==> config.mk <==
export PLATFORM = sky130hd
export DESIGN_NAME = fsc_sweep
export DESIGN_NICKNAME = d
export VERILOG_FILES = /design/src/rtl/fsc_pkg.sv /design/src/rtl/fsc_regfile.sv /design/src/rtl/fsc_sweep.sv
export VERILOG_INCLUDE_DIRS = /design/src /design/src/rtl
export SDC_FILE = /design/constraint.sdc
export NUM_CORES = 2
export LEC_CHECK = 0
export BUFFER_PORTS_ARGS = -buffer_cell sky130_fd_sc_hd__buf_4
export CORE_MARGIN = 1
export CORE_UTILIZATION = 45
export DETAILED_ROUTE_END_ITERATION = 10
export GPL_TIMING_DRIVEN = 0
export HOLD_SLACK_MARGIN = 0.03
export PLACE_DENSITY = 0.65
export SYNTH_ARGS = -nofsm -noshare
export SYNTH_HDL_FRONTEND = slang
export SYNTH_SLANG_ARGS = --single-unit
==> constraint.sdc <==
create_clock -name REF_CLK -period 12.4 [get_ports REF_CLK]
set_input_delay 1.86 -clock REF_CLK [delete_from_list [all_inputs] [get_ports REF_CLK]]
set_output_delay 1.86 -clock REF_CLK [all_outputs]
set_load 0.005 [all_outputs]
==> src/rtl/fsc_params.svh <==
// fsc_params.svh: offsets, field positions, reset values and widths of the sweep control block.
// assumes: included by bare name from the package and the design modules.
`ifndef FSC_PARAMS_SVH
`define FSC_PARAMS_SVH

`define FSC_ADDR_W          5
`define FSC_DATA_W          30
`define FSC_ACC_W           48
`define FSC_DLY_W           21

`define FSC_OFS_TRIG_DELAY  5'h05
`define FSC_OFS_DN_CNT_HI   5'h0c
`define FSC_OFS_DN_CNT_LO   5'h0d
`define FSC_OFS_SWEEP_CTRL  5'h0e
`define FSC_OFS_DN_DWELL_HI 5'h0f
`define FSC_OFS_UP_DWELL_HI 5'h10
`define FSC_OFS_UP_DWELL_LO 5'h11
`define FSC_OFS_UP_SIZE_HI  5'h12
`define FSC_OFS_UP_SIZE_LO  5'h13
`define FSC_OFS_UP_CNT_HI   5'h14
`define FSC_OFS_UP_CNT_LO   5'h15
`define FSC_OFS_DN_DWELL_LO 5'h16
`define FSC_OFS_SEED_HI     5'h17
`define FSC_OFS_SEED_LO     5'h18
`define FSC_OFS_DN_SIZE_HI  5'h19
`define FSC_OFS_DN_SIZE_LO  5'h1a
`define FSC_OFS_STATUS      5'h1b

`define FSC_BIT_DIR         26
`define FSC_BIT_ONE_WAY     25
`define FSC_BIT_SYM         22
`define FSC_BIT_TRIG_SRC    13
`define FSC_BIT_SW_TRIG     12
`define FSC_BIT_SWEEP_EN    11
`define FSC_BIT_AUTOSEED    8
`define FSC_BIT_DLY_EN      7

`define FSC_RST_WORD        30'h0000000
`define FSC_RST_CTRL        30'h0000000
`define FSC_LO_W            18

`endif

==> src/rtl/fsc_pkg.sv <==
// fsc_pkg: types of the sweep control block.
// assumes: fsc_params.svh sits on the include path.
`include "fsc_params.svh"
package fsc_pkg;
    typedef enum logic [2:0] {S_IDLE, S_WAIT_TRIG, S_DELAY, S_RAMP, S_DWELL, S_DONE} fsc_state_e;

    typedef struct packed {
        logic [`FSC_ACC_W-1:0] size;
        logic [`FSC_ACC_W-1:0] count;
        logic [`FSC_ACC_W-1:0] dwell;
    } fsc_ramp_s;

    typedef struct packed {
        logic                  wr;
        logic [`FSC_ADDR_W-1:0] addr;
        logic [`FSC_DATA_W-1:0] data;
    } fsc_wr_s;
endpackage : fsc_pkg

==> src/rtl/fsc_regfile.sv <==
// fsc_regfile: the 32 word register memory, written by the serial port side, read data registered.
// assumes: one write per cycle; read data valid the cycle after the address.
`timescale 1ns/1ps
`include "fsc_params.svh"
module fsc_regfile
    import fsc_pkg::*;
(
    // clock and reset
    input  wire logic                   clk,
    input  wire logic                   rst_n,
    // write side
    input  wire fsc_wr_s                wr,
    // read side
    input  wire logic [`FSC_ADDR_W-1:0] rd_addr,
    output logic      [`FSC_DATA_W-1:0] rd_data
);
    logic [`FSC_DATA_W-1:0] mem [0:(1<<`FSC_ADDR_W)-1];

    always_ff @(posedge clk) begin
        if (wr.wr) begin
            mem[wr.addr] <= wr.data;
        end
    end

    always_ff @(posedge clk) begin
        if (!rst_n) begin
            rd_data <= `FSC_RST_WORD;
        end else if (wr.wr && wr.addr == rd_addr) begin
            rd_data <= wr.data;
        end else begin
            rd_data <= mem[rd_addr];
        end
    end
endmodule : fsc_regfile

==> src/rtl/fsc_sweep.sv <==
// fsc_sweep: sweep control of the fractional modulator; ramp parameters, triggering, trigger delay
// and the ramp engine that steps the fractional accumulator.
// assumes: REF_CLK is the divided reference; register writes arrive as parsed words on REG_*.
//
// How it works
// - direction bit picks first ramp up or down
// - shape bit one means symmetric, zero asymmetric
// - symmetric uses up parameters both ways
// - up step size from high, low registers
// - up dwell from high, low registers
// - up step count high bits from register
// - down parameters used only when asymmetric
// - down step count from high, low registers
// - trigger source bit selects serial or pin
// - writing software trigger bit fires one trigger when the written source bit selects serial
// - delay enable bit delays each trigger
// - delay lasts programmed count of reference periods
// - delay of one fires on next edge
// - sweeping only while sweep enable set
// - one-way or two-way by sweep-count bit
// - autoseed reloads seed at every ramp start
`timescale 1ns/1ps
`include "fsc_params.svh"
module fsc_sweep
    import fsc_pkg::*;
(
    // clock and reset
    input  wire logic                   REF_CLK,
    input  wire logic                   RST_N,
    // register write port from the serial side
    input  wire logic                   REG_WR,
    input  wire logic [`FSC_ADDR_W-1:0] REG_ADDR,
    input  wire logic [`FSC_DATA_W-1:0] REG_WDATA,
    // register read port
    input  wire logic [`FSC_ADDR_W-1:0] REG_RADDR,
    output logic      [`FSC_DATA_W-1:0] REG_RDATA,
    // external trigger pin, already an input
    input  wire logic                   EXTERNAL_TRIGGER_PIN,
    // start value of the fractional part
    input  wire logic [`FSC_ACC_W-1:0]  FRAC_START,
    // to the delta sigma modulator
    output logic      [`FSC_ACC_W-1:0]  FRAC_VALUE,
    output logic                        SEED_LOAD,
    output logic      [`FSC_ACC_W-1:0]  SEED_VALUE,
    output logic                        RAMP_UP,
    output logic                        SWEEP_BUSY
);
    fsc_wr_s                wr;
    logic [`FSC_DATA_W-1:0] ctrl;
    logic [`FSC_DLY_W-1:0]  delay_count;
    logic [`FSC_DATA_W-1:0] up_dwell_hi;
    logic [`FSC_LO_W-1:0]   up_dwell_lo;
    logic [`FSC_DATA_W-1:0] up_size_hi;
    logic [`FSC_LO_W-1:0]   up_size_lo;
    logic [`FSC_DATA_W-1:0] up_cnt_hi;
    logic [`FSC_LO_W-1:0]   up_cnt_lo;
    logic [`FSC_DATA_W-1:0] dn_dwell_hi;
    logic [`FSC_LO_W-1:0]   dn_dwell_lo;
    logic [`FSC_DATA_W-1:0] dn_size_hi;
    logic [`FSC_LO_W-1:0]   dn_size_lo;
    logic [`FSC_DATA_W-1:0] dn_cnt_hi;
    logic [`FSC_LO_W-1:0]   dn_cnt_lo;
    logic [`FSC_DATA_W-1:0] seed_hi;
    logic [`FSC_LO_W-1:0]   seed_lo;
    logic [`FSC_DATA_W-1:0] mem_rdata;
    logic [`FSC_ADDR_W-1:0] raddr_q;

    fsc_state_e             state;
    logic [`FSC_ACC_W-1:0]  step_left;
    logic [`FSC_ACC_W-1:0]  dwell_left;
    logic [`FSC_DLY_W-1:0]  delay_left;
    logic                   going_up;
    logic                   second_leg;
    logic                   sw_trig;
    logic                   trig_pin_q;
    logic                   trigger;
    fsc_ramp_s              ramp_up_p;
    fsc_ramp_s              ramp_dn_p;
    fsc_ramp_s              ramp_cur;

    function automatic logic [`FSC_ACC_W-1:0] join48(input logic [`FSC_DATA_W-1:0] hi,
                                                      input logic [`FSC_LO_W-1:0]   lo);
        join48 = {hi, lo};
    endfunction : join48

    function automatic logic hit(input logic [`FSC_ADDR_W-1:0] ofs);
        hit = REG_WR && (REG_ADDR == ofs);
    endfunction : hit

    assign wr.wr   = REG_WR;
    assign wr.addr = REG_ADDR;
    assign wr.data = REG_WDATA;

    // memory keeps a readable copy of every written word
    fsc_regfile u_regfile (
        .clk     (REF_CLK),
        .rst_n   (RST_N),
        .wr      (wr),
        .rd_addr (REG_RADDR),
        .rd_data (mem_rdata)
    );

    // control word; software trigger bit is self clearing
    always_ff @(posedge REF_CLK) begin
        if (!RST_N) begin
            ctrl <= `FSC_RST_CTRL;
        end else if (hit(`FSC_OFS_SWEEP_CTRL)) begin
            ctrl <= REG_WDATA;
            ctrl[`FSC_BIT_SW_TRIG] <= 1'b0;
        end
    end

    // trigger delay register
    always_ff @(posedge REF_CLK) begin
        if (!RST_N) begin
            delay_count <= '0;
        end else if (hit(`FSC_OFS_TRIG_DELAY)) begin
            delay_count <= REG_WDATA[`FSC_DLY_W-1:0];
        end
    end

    // up ramp parameters
    always_ff @(posedge REF_CLK) begin
        if (!RST_N) begin
            up_dwell_hi <= '0;
            up_dwell_lo <= '0;
            up_size_hi  <= '0;
            up_size_lo  <= '0;
            up_cnt_hi   <= '0;
            up_cnt_lo   <= '0;
        end else begin
            if (hit(`FSC_OFS_UP_DWELL_HI)) up_dwell_hi <= REG_WDATA;
            if (hit(`FSC_OFS_UP_DWELL_LO)) up_dwell_lo <= REG_WDATA[`FSC_LO_W-1:0];
            if (hit(`FSC_OFS_UP_SIZE_HI))  up_size_hi  <= REG_WDATA;
            if (hit(`FSC_OFS_UP_SIZE_LO))  up_size_lo  <= REG_WDATA[`FSC_LO_W-1:0];
            if (hit(`FSC_OFS_UP_CNT_HI))   up_cnt_hi   <= REG_WDATA;
            if (hit(`FSC_OFS_UP_CNT_LO))   up_cnt_lo   <= REG_WDATA[`FSC_LO_W-1:0];
        end
    end

    // down ramp parameters
    always_ff @(posedge REF_CLK) begin
        if (!RST_N) begin
            dn_dwell_hi <= '0;
            dn_dwell_lo <= '0;
            dn_size_hi  <= '0;
            dn_size_lo  <= '0;
            dn_cnt_hi   <= '0;
            dn_cnt_lo   <= '0;
        end else begin
            if (hit(`FSC_OFS_DN_DWELL_HI)) dn_dwell_hi <= REG_WDATA;
            if (hit(`FSC_OFS_DN_DWELL_LO)) dn_dwell_lo <= REG_WDATA[`FSC_LO_W-1:0];
            if (hit(`FSC_OFS_DN_SIZE_HI))  dn_size_hi  <= REG_WDATA;
            if (hit(`FSC_OFS_DN_SIZE_LO))  dn_size_lo  <= REG_WDATA[`FSC_LO_W-1:0];
            if (hit(`FSC_OFS_DN_CNT_HI))   dn_cnt_hi   <= REG_WDATA;
            if (hit(`FSC_OFS_DN_CNT_LO))   dn_cnt_lo   <= REG_WDATA[`FSC_LO_W-1:0];
        end
    end

    // seed words
    always_ff @(posedge REF_CLK) begin
        if (!RST_N) begin
            seed_hi <= '0;
            seed_lo <= '0;
        end else begin
            if (hit(`FSC_OFS_SEED_HI)) seed_hi <= REG_WDATA;
            if (hit(`FSC_OFS_SEED_LO)) seed_lo <= REG_WDATA[`FSC_LO_W-1:0];
        end
    end

    assign ramp_up_p.size  = join48(up_size_hi, up_size_lo);
    assign ramp_up_p.count = join48(up_cnt_hi, up_cnt_lo);
    assign ramp_up_p.dwell = join48(up_dwell_hi, up_dwell_lo);
    assign ramp_dn_p.size  = join48(dn_size_hi, dn_size_lo);
    assign ramp_dn_p.count = join48(dn_cnt_hi, dn_cnt_lo);
    assign ramp_dn_p.dwell = join48(dn_dwell_hi, dn_dwell_lo);

    // symmetric shape ignores the down set entirely
    assign ramp_cur = (going_up || ctrl[`FSC_BIT_SYM]) ? ramp_up_p : ramp_dn_p;

    // software trigger pulse and pin rising edge
    always_ff @(posedge REF_CLK) begin
        if (!RST_N) begin
            sw_trig    <= 1'b0;
            trig_pin_q <= 1'b0;
        end else begin
            sw_trig    <= hit(`FSC_OFS_SWEEP_CTRL) && REG_WDATA[`FSC_BIT_SW_TRIG]
                          && !REG_WDATA[`FSC_BIT_TRIG_SRC];
            trig_pin_q <= EXTERNAL_TRIGGER_PIN;
        end
    end

    assign trigger = ctrl[`FSC_BIT_TRIG_SRC] ? (EXTERNAL_TRIGGER_PIN && !trig_pin_q) : sw_trig;

    // ramp engine
    always_ff @(posedge REF_CLK) begin
        if (!RST_N) begin
            state      <= S_IDLE;
            step_left  <= '0;
            dwell_left <= '0;
            delay_left <= '0;
            going_up   <= 1'b0;
            second_leg <= 1'b0;
            FRAC_VALUE <= '0;
            SEED_LOAD  <= 1'b0;
        end else begin
            SEED_LOAD <= 1'b0;
            if (!ctrl[`FSC_BIT_SWEEP_EN]) begin
                state      <= S_IDLE;
                FRAC_VALUE <= FRAC_START;
            end else begin
                case (state)
                    S_IDLE: begin
                        going_up   <= ctrl[`FSC_BIT_DIR];
                        second_leg <= 1'b0;
                        FRAC_VALUE <= FRAC_START;
                        state      <= S_WAIT_TRIG;
                    end
                    S_WAIT_TRIG, S_DONE: begin
                        if (trigger) begin
                            if (state == S_DONE) begin
                                going_up   <= ctrl[`FSC_BIT_DIR];
                                second_leg <= 1'b0;
                                FRAC_VALUE <= FRAC_START;
                            end
                            if (ctrl[`FSC_BIT_DLY_EN] && delay_count != '0) begin
                                delay_left <= delay_count - 1'b1;
                                state      <= S_DELAY;
                            end else begin
                                state <= S_RAMP;
                            end
                            step_left <= '0;
                        end
                    end
                    S_DELAY: begin
                        if (delay_left == '0) begin
                            state <= S_RAMP;
                        end else begin
                            delay_left <= delay_left - 1'b1;
                        end
                    end
                    S_RAMP: begin
                        // step_left is zero in this state only before a leg is loaded
                        if (step_left == '0) begin
                            step_left <= ramp_cur.count;
                            SEED_LOAD <= ctrl[`FSC_BIT_AUTOSEED];
                        end
                        if (step_left == 48'h1) begin
                            dwell_left <= ramp_cur.dwell;
                            state      <= S_DWELL;
                        end
                        if (step_left != '0) begin
                            step_left  <= step_left - 1'b1;
                            FRAC_VALUE <= going_up ? FRAC_VALUE + ramp_cur.size
                                                   : FRAC_VALUE - ramp_cur.size;
                        end else if (ramp_cur.count == '0) begin
                            state <= S_DONE;
                        end
                    end
                    S_DWELL: begin
                        if (dwell_left > 48'h1) begin
                            dwell_left <= dwell_left - 1'b1;
                        end else if (ctrl[`FSC_BIT_ONE_WAY] || second_leg) begin
                            state <= S_DONE;
                        end else begin
                            going_up   <= !going_up;
                            second_leg <= 1'b1;
                            step_left  <= '0;
                            state      <= S_RAMP;
                        end
                    end
                    default: state <= S_IDLE;
                endcase
            end
        end
    end

    assign SEED_VALUE = join48(seed_hi, seed_lo);
    assign RAMP_UP    = going_up;
    assign SWEEP_BUSY = (state == S_DELAY) || (state == S_RAMP) || (state == S_DWELL);

    // read side: status word built from live state, control word from ctrl, other words from memory
    always_ff @(posedge REF_CLK) begin
        if (!RST_N) begin
            raddr_q <= '0;
        end else begin
            raddr_q <= REG_RADDR;
        end
    end

    always_comb begin
        if (raddr_q == `FSC_OFS_STATUS) begin
            REG_RDATA = {25'h0, second_leg, going_up, state};
        end else if (raddr_q == `FSC_OFS_SWEEP_CTRL) begin
            REG_RDATA = ctrl;
        end else begin
            REG_RDATA = mem_rdata;
        end
    end
endmodule : fsc_sweep

Yosys cells after proc, flatten, opt, wreduce, memory -nomap -nowiden. Memory sizes are Yosys's and may differ from the RTL's. A register that Yosys moved wholly into a read port is not among the register bits. Index checks and enable logic that the tools add are counted.

Add/subtract/negate cells: 6. Magnitude comparators: 1. Equal/unequal tests: 38. Muxes and demuxes: 44. Reductions and logical operators: 47.

Operator list (number): $mux W48 (12); $pmux W48 S3 (2); $mux W144 (1); $logic_not A48 Y1 (2); $pmux W48 S2 (1); $sub A48 B1 Y48 const B (2); $mux W21 (3); $eq A5 B5 Y1 const B (12); $mux W30 (2); $add A48 B48 Y48 (1); $eq A48 B1 Y1 const B (1); $gt A48 B1 Y1 const B (1); $reduce_bool A48 Y1 (1); $sub A48 B48 Y48 (1); $pmux W21 S2 (1); $sub A21 B1 Y21 const B (2); $eq A5 B4 Y1 const B (5); $logic_not A21 Y1 (1); $mux W3 (7); $reduce_bool A21 Y1 (1); $logic_and A1 B1 Y1 (20); $ne A2 B2 Y1 const B (9); $pmux W3 S5 (1); $mux W1 (12); other kinds (18) (35).

Register bits: 564. RAM bits: 960. Output and inout port bits: 129. Logic and storage cells: 164. Memories kept: 1.

Memories: u_regfile.mem (depth 32, bits a word 30, read ports 1, clocked after Yosys merged registers in 1, wr ports 1, RTL line fsc_regfile.sv:17) `` logic [`FSC_DATA_W-1:0] mem [0:(1<<`FSC_ADDR_W)-1]; ``.

Longest topological paths before layout.
Word-level depth: 7. Gate-level depth with buffers: 27.

Hierarchy. From an unflattened synthesis, not the netlist that was laid out.

Cell total of the unflattened synthesis: 6198. Area total of the unflattened synthesis: 69317.7 sq um.

By module, submodules not included: fsc_regfile (times used 1, cells an instance 1835, area each 38299.2 sq um, sequential area each 29428.2 sq um); fsc_sweep (times used 1, cells an instance 4363, area each 31018.5 sq um, sequential area each 11290.8 sq um).

Worst setup path before layout. OpenSTA, ideal clock, no wires.

Path kind: reg-to-reg. From: reg going_up (netlist: RAMP_UP). To: reg FRAC_VALUE[47]. Arrival time: 5.502 ns. Data required time: 12.284 ns. Path slack: 6.782 ns. Stages on the path, launching flop included: 23. Path buffers: 7. Period minus slack after synthesis: 5.618 ns. Path through: dfxtp_1 -> or2_2 -> buf_2 -> buf_2 -> buf_2 -> buf_2 -> clkbuf_1 -> buf_1 -> buf_1 -> mux2i_1 -> xnor2_1 -> ha_1 -> a21o_1 -> a31o_2 -> o311ai_1 -> a21oi_1 -> o41ai_1 -> a21oi_1 -> o211ai_1 -> a21o_1 -> o21ai_0 -> or4_1 -> a31o_1.

Cells in the longest elaborated chain, start to end: 7.

RTL lines: start, declared (RTL line fsc_sweep.sv:72) `logic going_up;`; start signal, assigned (RTL line fsc_sweep.sv:214) `` going_up <= ctrl[`FSC_BIT_DIR]; ``; start signal, assigned (RTL line fsc_sweep.sv:222) `` going_up <= ctrl[`FSC_BIT_DIR]; ``; start signal, assigned (RTL line fsc_sweep.sv:266) `going_up <= !going_up;`; $logic_or A1 B1 Y1 (RTL line fsc_sweep.sv:179) `` assign ramp_cur = (going_up || ctrl[`FSC_BIT_SYM]) ? ramp_up_p : ramp_dn_p; ``; $mux W144 (RTL line fsc_sweep.sv:179); $sub A48 B48 Y48 or $add A48 B48 Y48 (tied branches) (RTL line fsc_sweep.sv:255, fsc_sweep.sv:254); $mux W48 * (RTL line fsc_sweep.sv:254) `FRAC_VALUE <= going_up ? FRAC_VALUE + ramp_cur.size`; $mux W48 * (RTL line fsc_sweep.sv:252) `if (step_left != '0) begin`; $pmux W48 S3 * (RTL line fsc_sweep.sv:212) `case (state)`; $mux W48 * (RTL line fsc_sweep.sv:208) `` if (!ctrl[`FSC_BIT_SWEEP_EN]) begin ``; end signal, assigned (RTL line fsc_sweep.sv:254); end, declared (RTL line fsc_sweep.sv:42) `` output logic [`FSC_ACC_W-1:0] FRAC_VALUE, ``.

Every way passes the cells marked *; elsewhere a longest branch is shown, timed or not. The select of a mux whose other input is x is not followed. A chain may end at the register's enable or synchronous reset.

Final worst setup path. Ends and elaborated chain as after synthesis.

==> flow_summary.ini <==
[outcome]
outcome = complete, but fails checks
violations = max-capacitance violations, max-slew violations

[timing]
clock_skew_ns = 0.05774
final.min_clock_period_ns = 8.649
fin_hold_ws_ns = 0.4539
hold_viol = 0
relSlewSlack = -0.05493
setup_ws_ns = 3.751
setup_viol = 0
drv_slew = 29
finalSetupTns_ns = 0
final.period_utilization = 0.6975
rsz0062_at_grt = no
fmax_mhz = 115.6
worst_slew_pin_slew_ns = 1.582

[synth]
synth_commonest_cells = nand2_1, edfxtp_1, a21oi_1
synth_area_leaders = edfxtp_1, dfxtp_1, mux4_2, nand2_1, a21oi_1
async_reset_ff_frac = 0
synth_nets = 5944
ys_types = 96
synth_edf_count = 960
syn_area_um2 = 67620
yosysSeqAreaShare = 0.6021
syn-mean-instance-area_um2 = 11.68
synth_top_cell_by_area = edfxtp_1
ys_warn_count = 0
yosysMostFrequentCell = nand2_1
synth_seq_cells = 1554
synth_top_area_frac = 0.4263
syn_inst = 5788
synth-main-ff-cell = edfxtp_1

[detailed_routing]
vias = 50696
routedWlPerCell_um = 28.04
drt-vias-per-instance = 6.090
dr.pass1.iters = 7
totalWireLength_mm = 233.4
drc = 0
antenna_left = 0
dr.first_iter.drc_count = 6342

[cts]
post_cts_buffers = 0
htree_levels = 4
hold_buffers = 0
post_cts_resized = 0
clk_path_buf_depth = 3
clk_root_buffer_cell = clkbuf_16
numCtsBuffers = 163
path_clk_slew_ns = 0.06
clk_latency_ns = 0.83
cts_tree = yes
cts_sinks = 1554

[power_and_ir_drop]
p_per_area_nw_per_um2 = 147.8
ir_drop_v = 0.0001357
power.leakage_uw = 0.02585
p_total_uw = 11520

[worst_setup_path]
worstReg2RegEnd = FRAC_VALUE[47]
cp_data_required_time_ns = 13.06
r2r_cells = 22
path_class = flop to flop
critPathArrivalTime_ns = 9.31
r2r-start = RAMP_UP
end_kind = flop
crit_path_start_kind = flop
worstPathMaxFanout = 10
regToRegSetupSlack_ns = 3.75

[finish]
num-nets-final = 6350
area_growth_pct = 15.24
drive_gt1_frac = 0.1416
fillers = 12644

[global_routing]
grt_pass1_vias = 47796
track_usage = 0.3014
grt_overflow = 0
grt_max_degree = 40
grt_pass1_wl_mm = 331.0
antenna_found_initial = 10

[floorplan]
rows = 141
placeableCoreArea_um2 = 148400
start_util = 0.4558
die_h_um = 389.7
ios = 221
die_area_um2 = 151800
die_w_um = 389.7

[hold_path]
min_path_cells = 2
hold_start = dn_dwell_hi[27]
worst_hold_path_type = flop to flop
holdPathEnd = dn_dwell_hi[27]

[placed_design]
hpwl_mm = 162.3
dp_slack_ns = 3.845
port_buffers = 211
gp_congestion = 0.9838

[job]
maxCapViolations = 3
-- layout make-up --
cell class	count	area [um2]	area share
clock inverter	85	1054	0.01352
inverter	53	198.9	0.002553
clock buffer	207	4384	0.05626
buffer	420	1665	0.02137
sequential	1554	40720	0.5225
multi-input combinational	3761	25200	0.3234
tap	2002	2505	0.03214
antenna	1	2.502	0.00003211
timing repair buffer	241	2198	0.02821
-- worst max path at each step --
stage | from | to | slack (ns) | depth (start not counted)
floorplan | RAMP_UP | FRAC_VALUE[47] | 6.78 | 22
global placement | RAMP_UP | FRAC_VALUE[44] | 3.81 | 22
detailed placement | RAMP_UP | FRAC_VALUE[46] | 3.85 | 22
CTS | RAMP_UP | FRAC_VALUE[47] | 3.81 | 22
global route | RAMP_UP | FRAC_VALUE[44] | 3.39 | 22
finish | RAMP_UP | FRAC_VALUE[47] | 3.75 | 22
-- flip-flops by register name, indices dropped and copies added (netlist names), 30 cells and up --
| name | cells |
|---|---|
| up_size_hi | 30 |
| step_left | 48 |
| dn_size_hi | 30 |
| u_regfile.rd_data | 30 |
| dwell_left | 48 |
| FRAC_VALUE | 48 |
| up_dwell_hi | 30 |
| u_regfile.mem | 960 |
| up_cnt_hi | 30 |
| dn_cnt_hi | 30 |
| seed_hi | 30 |
| dn_dwell_hi | 30 |
-- power breakdown --
group          leakage, uW  switching [uW]  total [uW]  internal [uW]
clock network      0.00262            2180        4950           2770
registers           0.0135            38.4        5590           5550
logic              0.00977             633         985            352
-- metal layers --
metal	global-route usage	share of wire	wire (um)	vias up
li1	-	-	-	22138
met1	0.4116	0.40	93550	25090
met2	0.4519	0.44	102300	2949
met3	0.07346	0.11	25720	509
met4	0.1430	0.050	11730	10
met5	0	0.00030	71	-
-- cell usage in the layout (no fill, tap or decap), types with 19 or more instances in the layout --
cell / count
buf_1: 34
a21oi_1: 698
clkbuf_1: 367
or3_1: 36
nor4_1: 55
nand2_1: 1225
buf_4: 214
o211ai_1: 26
clkinv_1: 22
buf_12: 26
xor2_1: 40
clkbuf_16: 163
clkinv_2: 30
mux2i_1: 97
a21o_1: 19
o21ai_0: 185
nand4_1: 26
a31oi_1: 43
a211oi_1: 50
mux4_2: 300
nor2_1: 244
inv_1: 45
dfxtp_1: 594
buf_2: 24
ha_1: 63
and2_1: 22
xnor2_1: 69
nand3_1: 99
o22a_1: 40
nor3_1: 124
edfxtp_1: 960
or4_1: 19
-- cells by family after synthesis --
group                    count (synthesis)  share of synthesized area
AO/OA/AOI/OAI                         1217                     0.1040
XOR/XNOR                               109                    0.01412
adder cells (fa/ha/maj)                 64                    0.01195
buffers and inverters                  473                    0.02705
flip-flops                            1554                     0.6021
multiplexers                           397                     0.1143
AND/OR/NAND/NOR                       1974                     0.1265
-- through the flow --
| stage | area, um2 | cells | util |
|---|---|---|---|
| 5_1_grt | 77930 | 8323 | 0.5252 |
| 4_1_cts | 77920 | 8323 | 0.5252 |
| 3_3_place_gp | 71710 | 8001 | 0.4833 |
| 6_report | 77930 | 8324 | 0.5252 |
| 2_1_floorplan | 67620 | 5788 | - |
| 3_5_place_dp | 72490 | 8031 | 0.4886 |
-- critical path: stages (launching register included) --
cell and delay [ns]:
dfxtp_1 0.66, or2_2 0.20, buf_2 0.18, buf_2 0.28, buf_2 0.29, buf_2 0.41, clkbuf_1 0.55, buf_1 0.93
buf_1 0.91, mux2i_1 0.21, xnor2_1 0.43, ha_1 0.37, a21o_1 0.17, a31o_2 0.21, o311ai_1 0.33, a21oi_1 0.16
o41ai_1 0.56, a21oi_1 0.27, o211ai_1 0.36, a21o_1 0.18, o21ai_0 0.10, or4_1 0.47, a31o_1 0.23
Power figures use the tool's default switching activity.
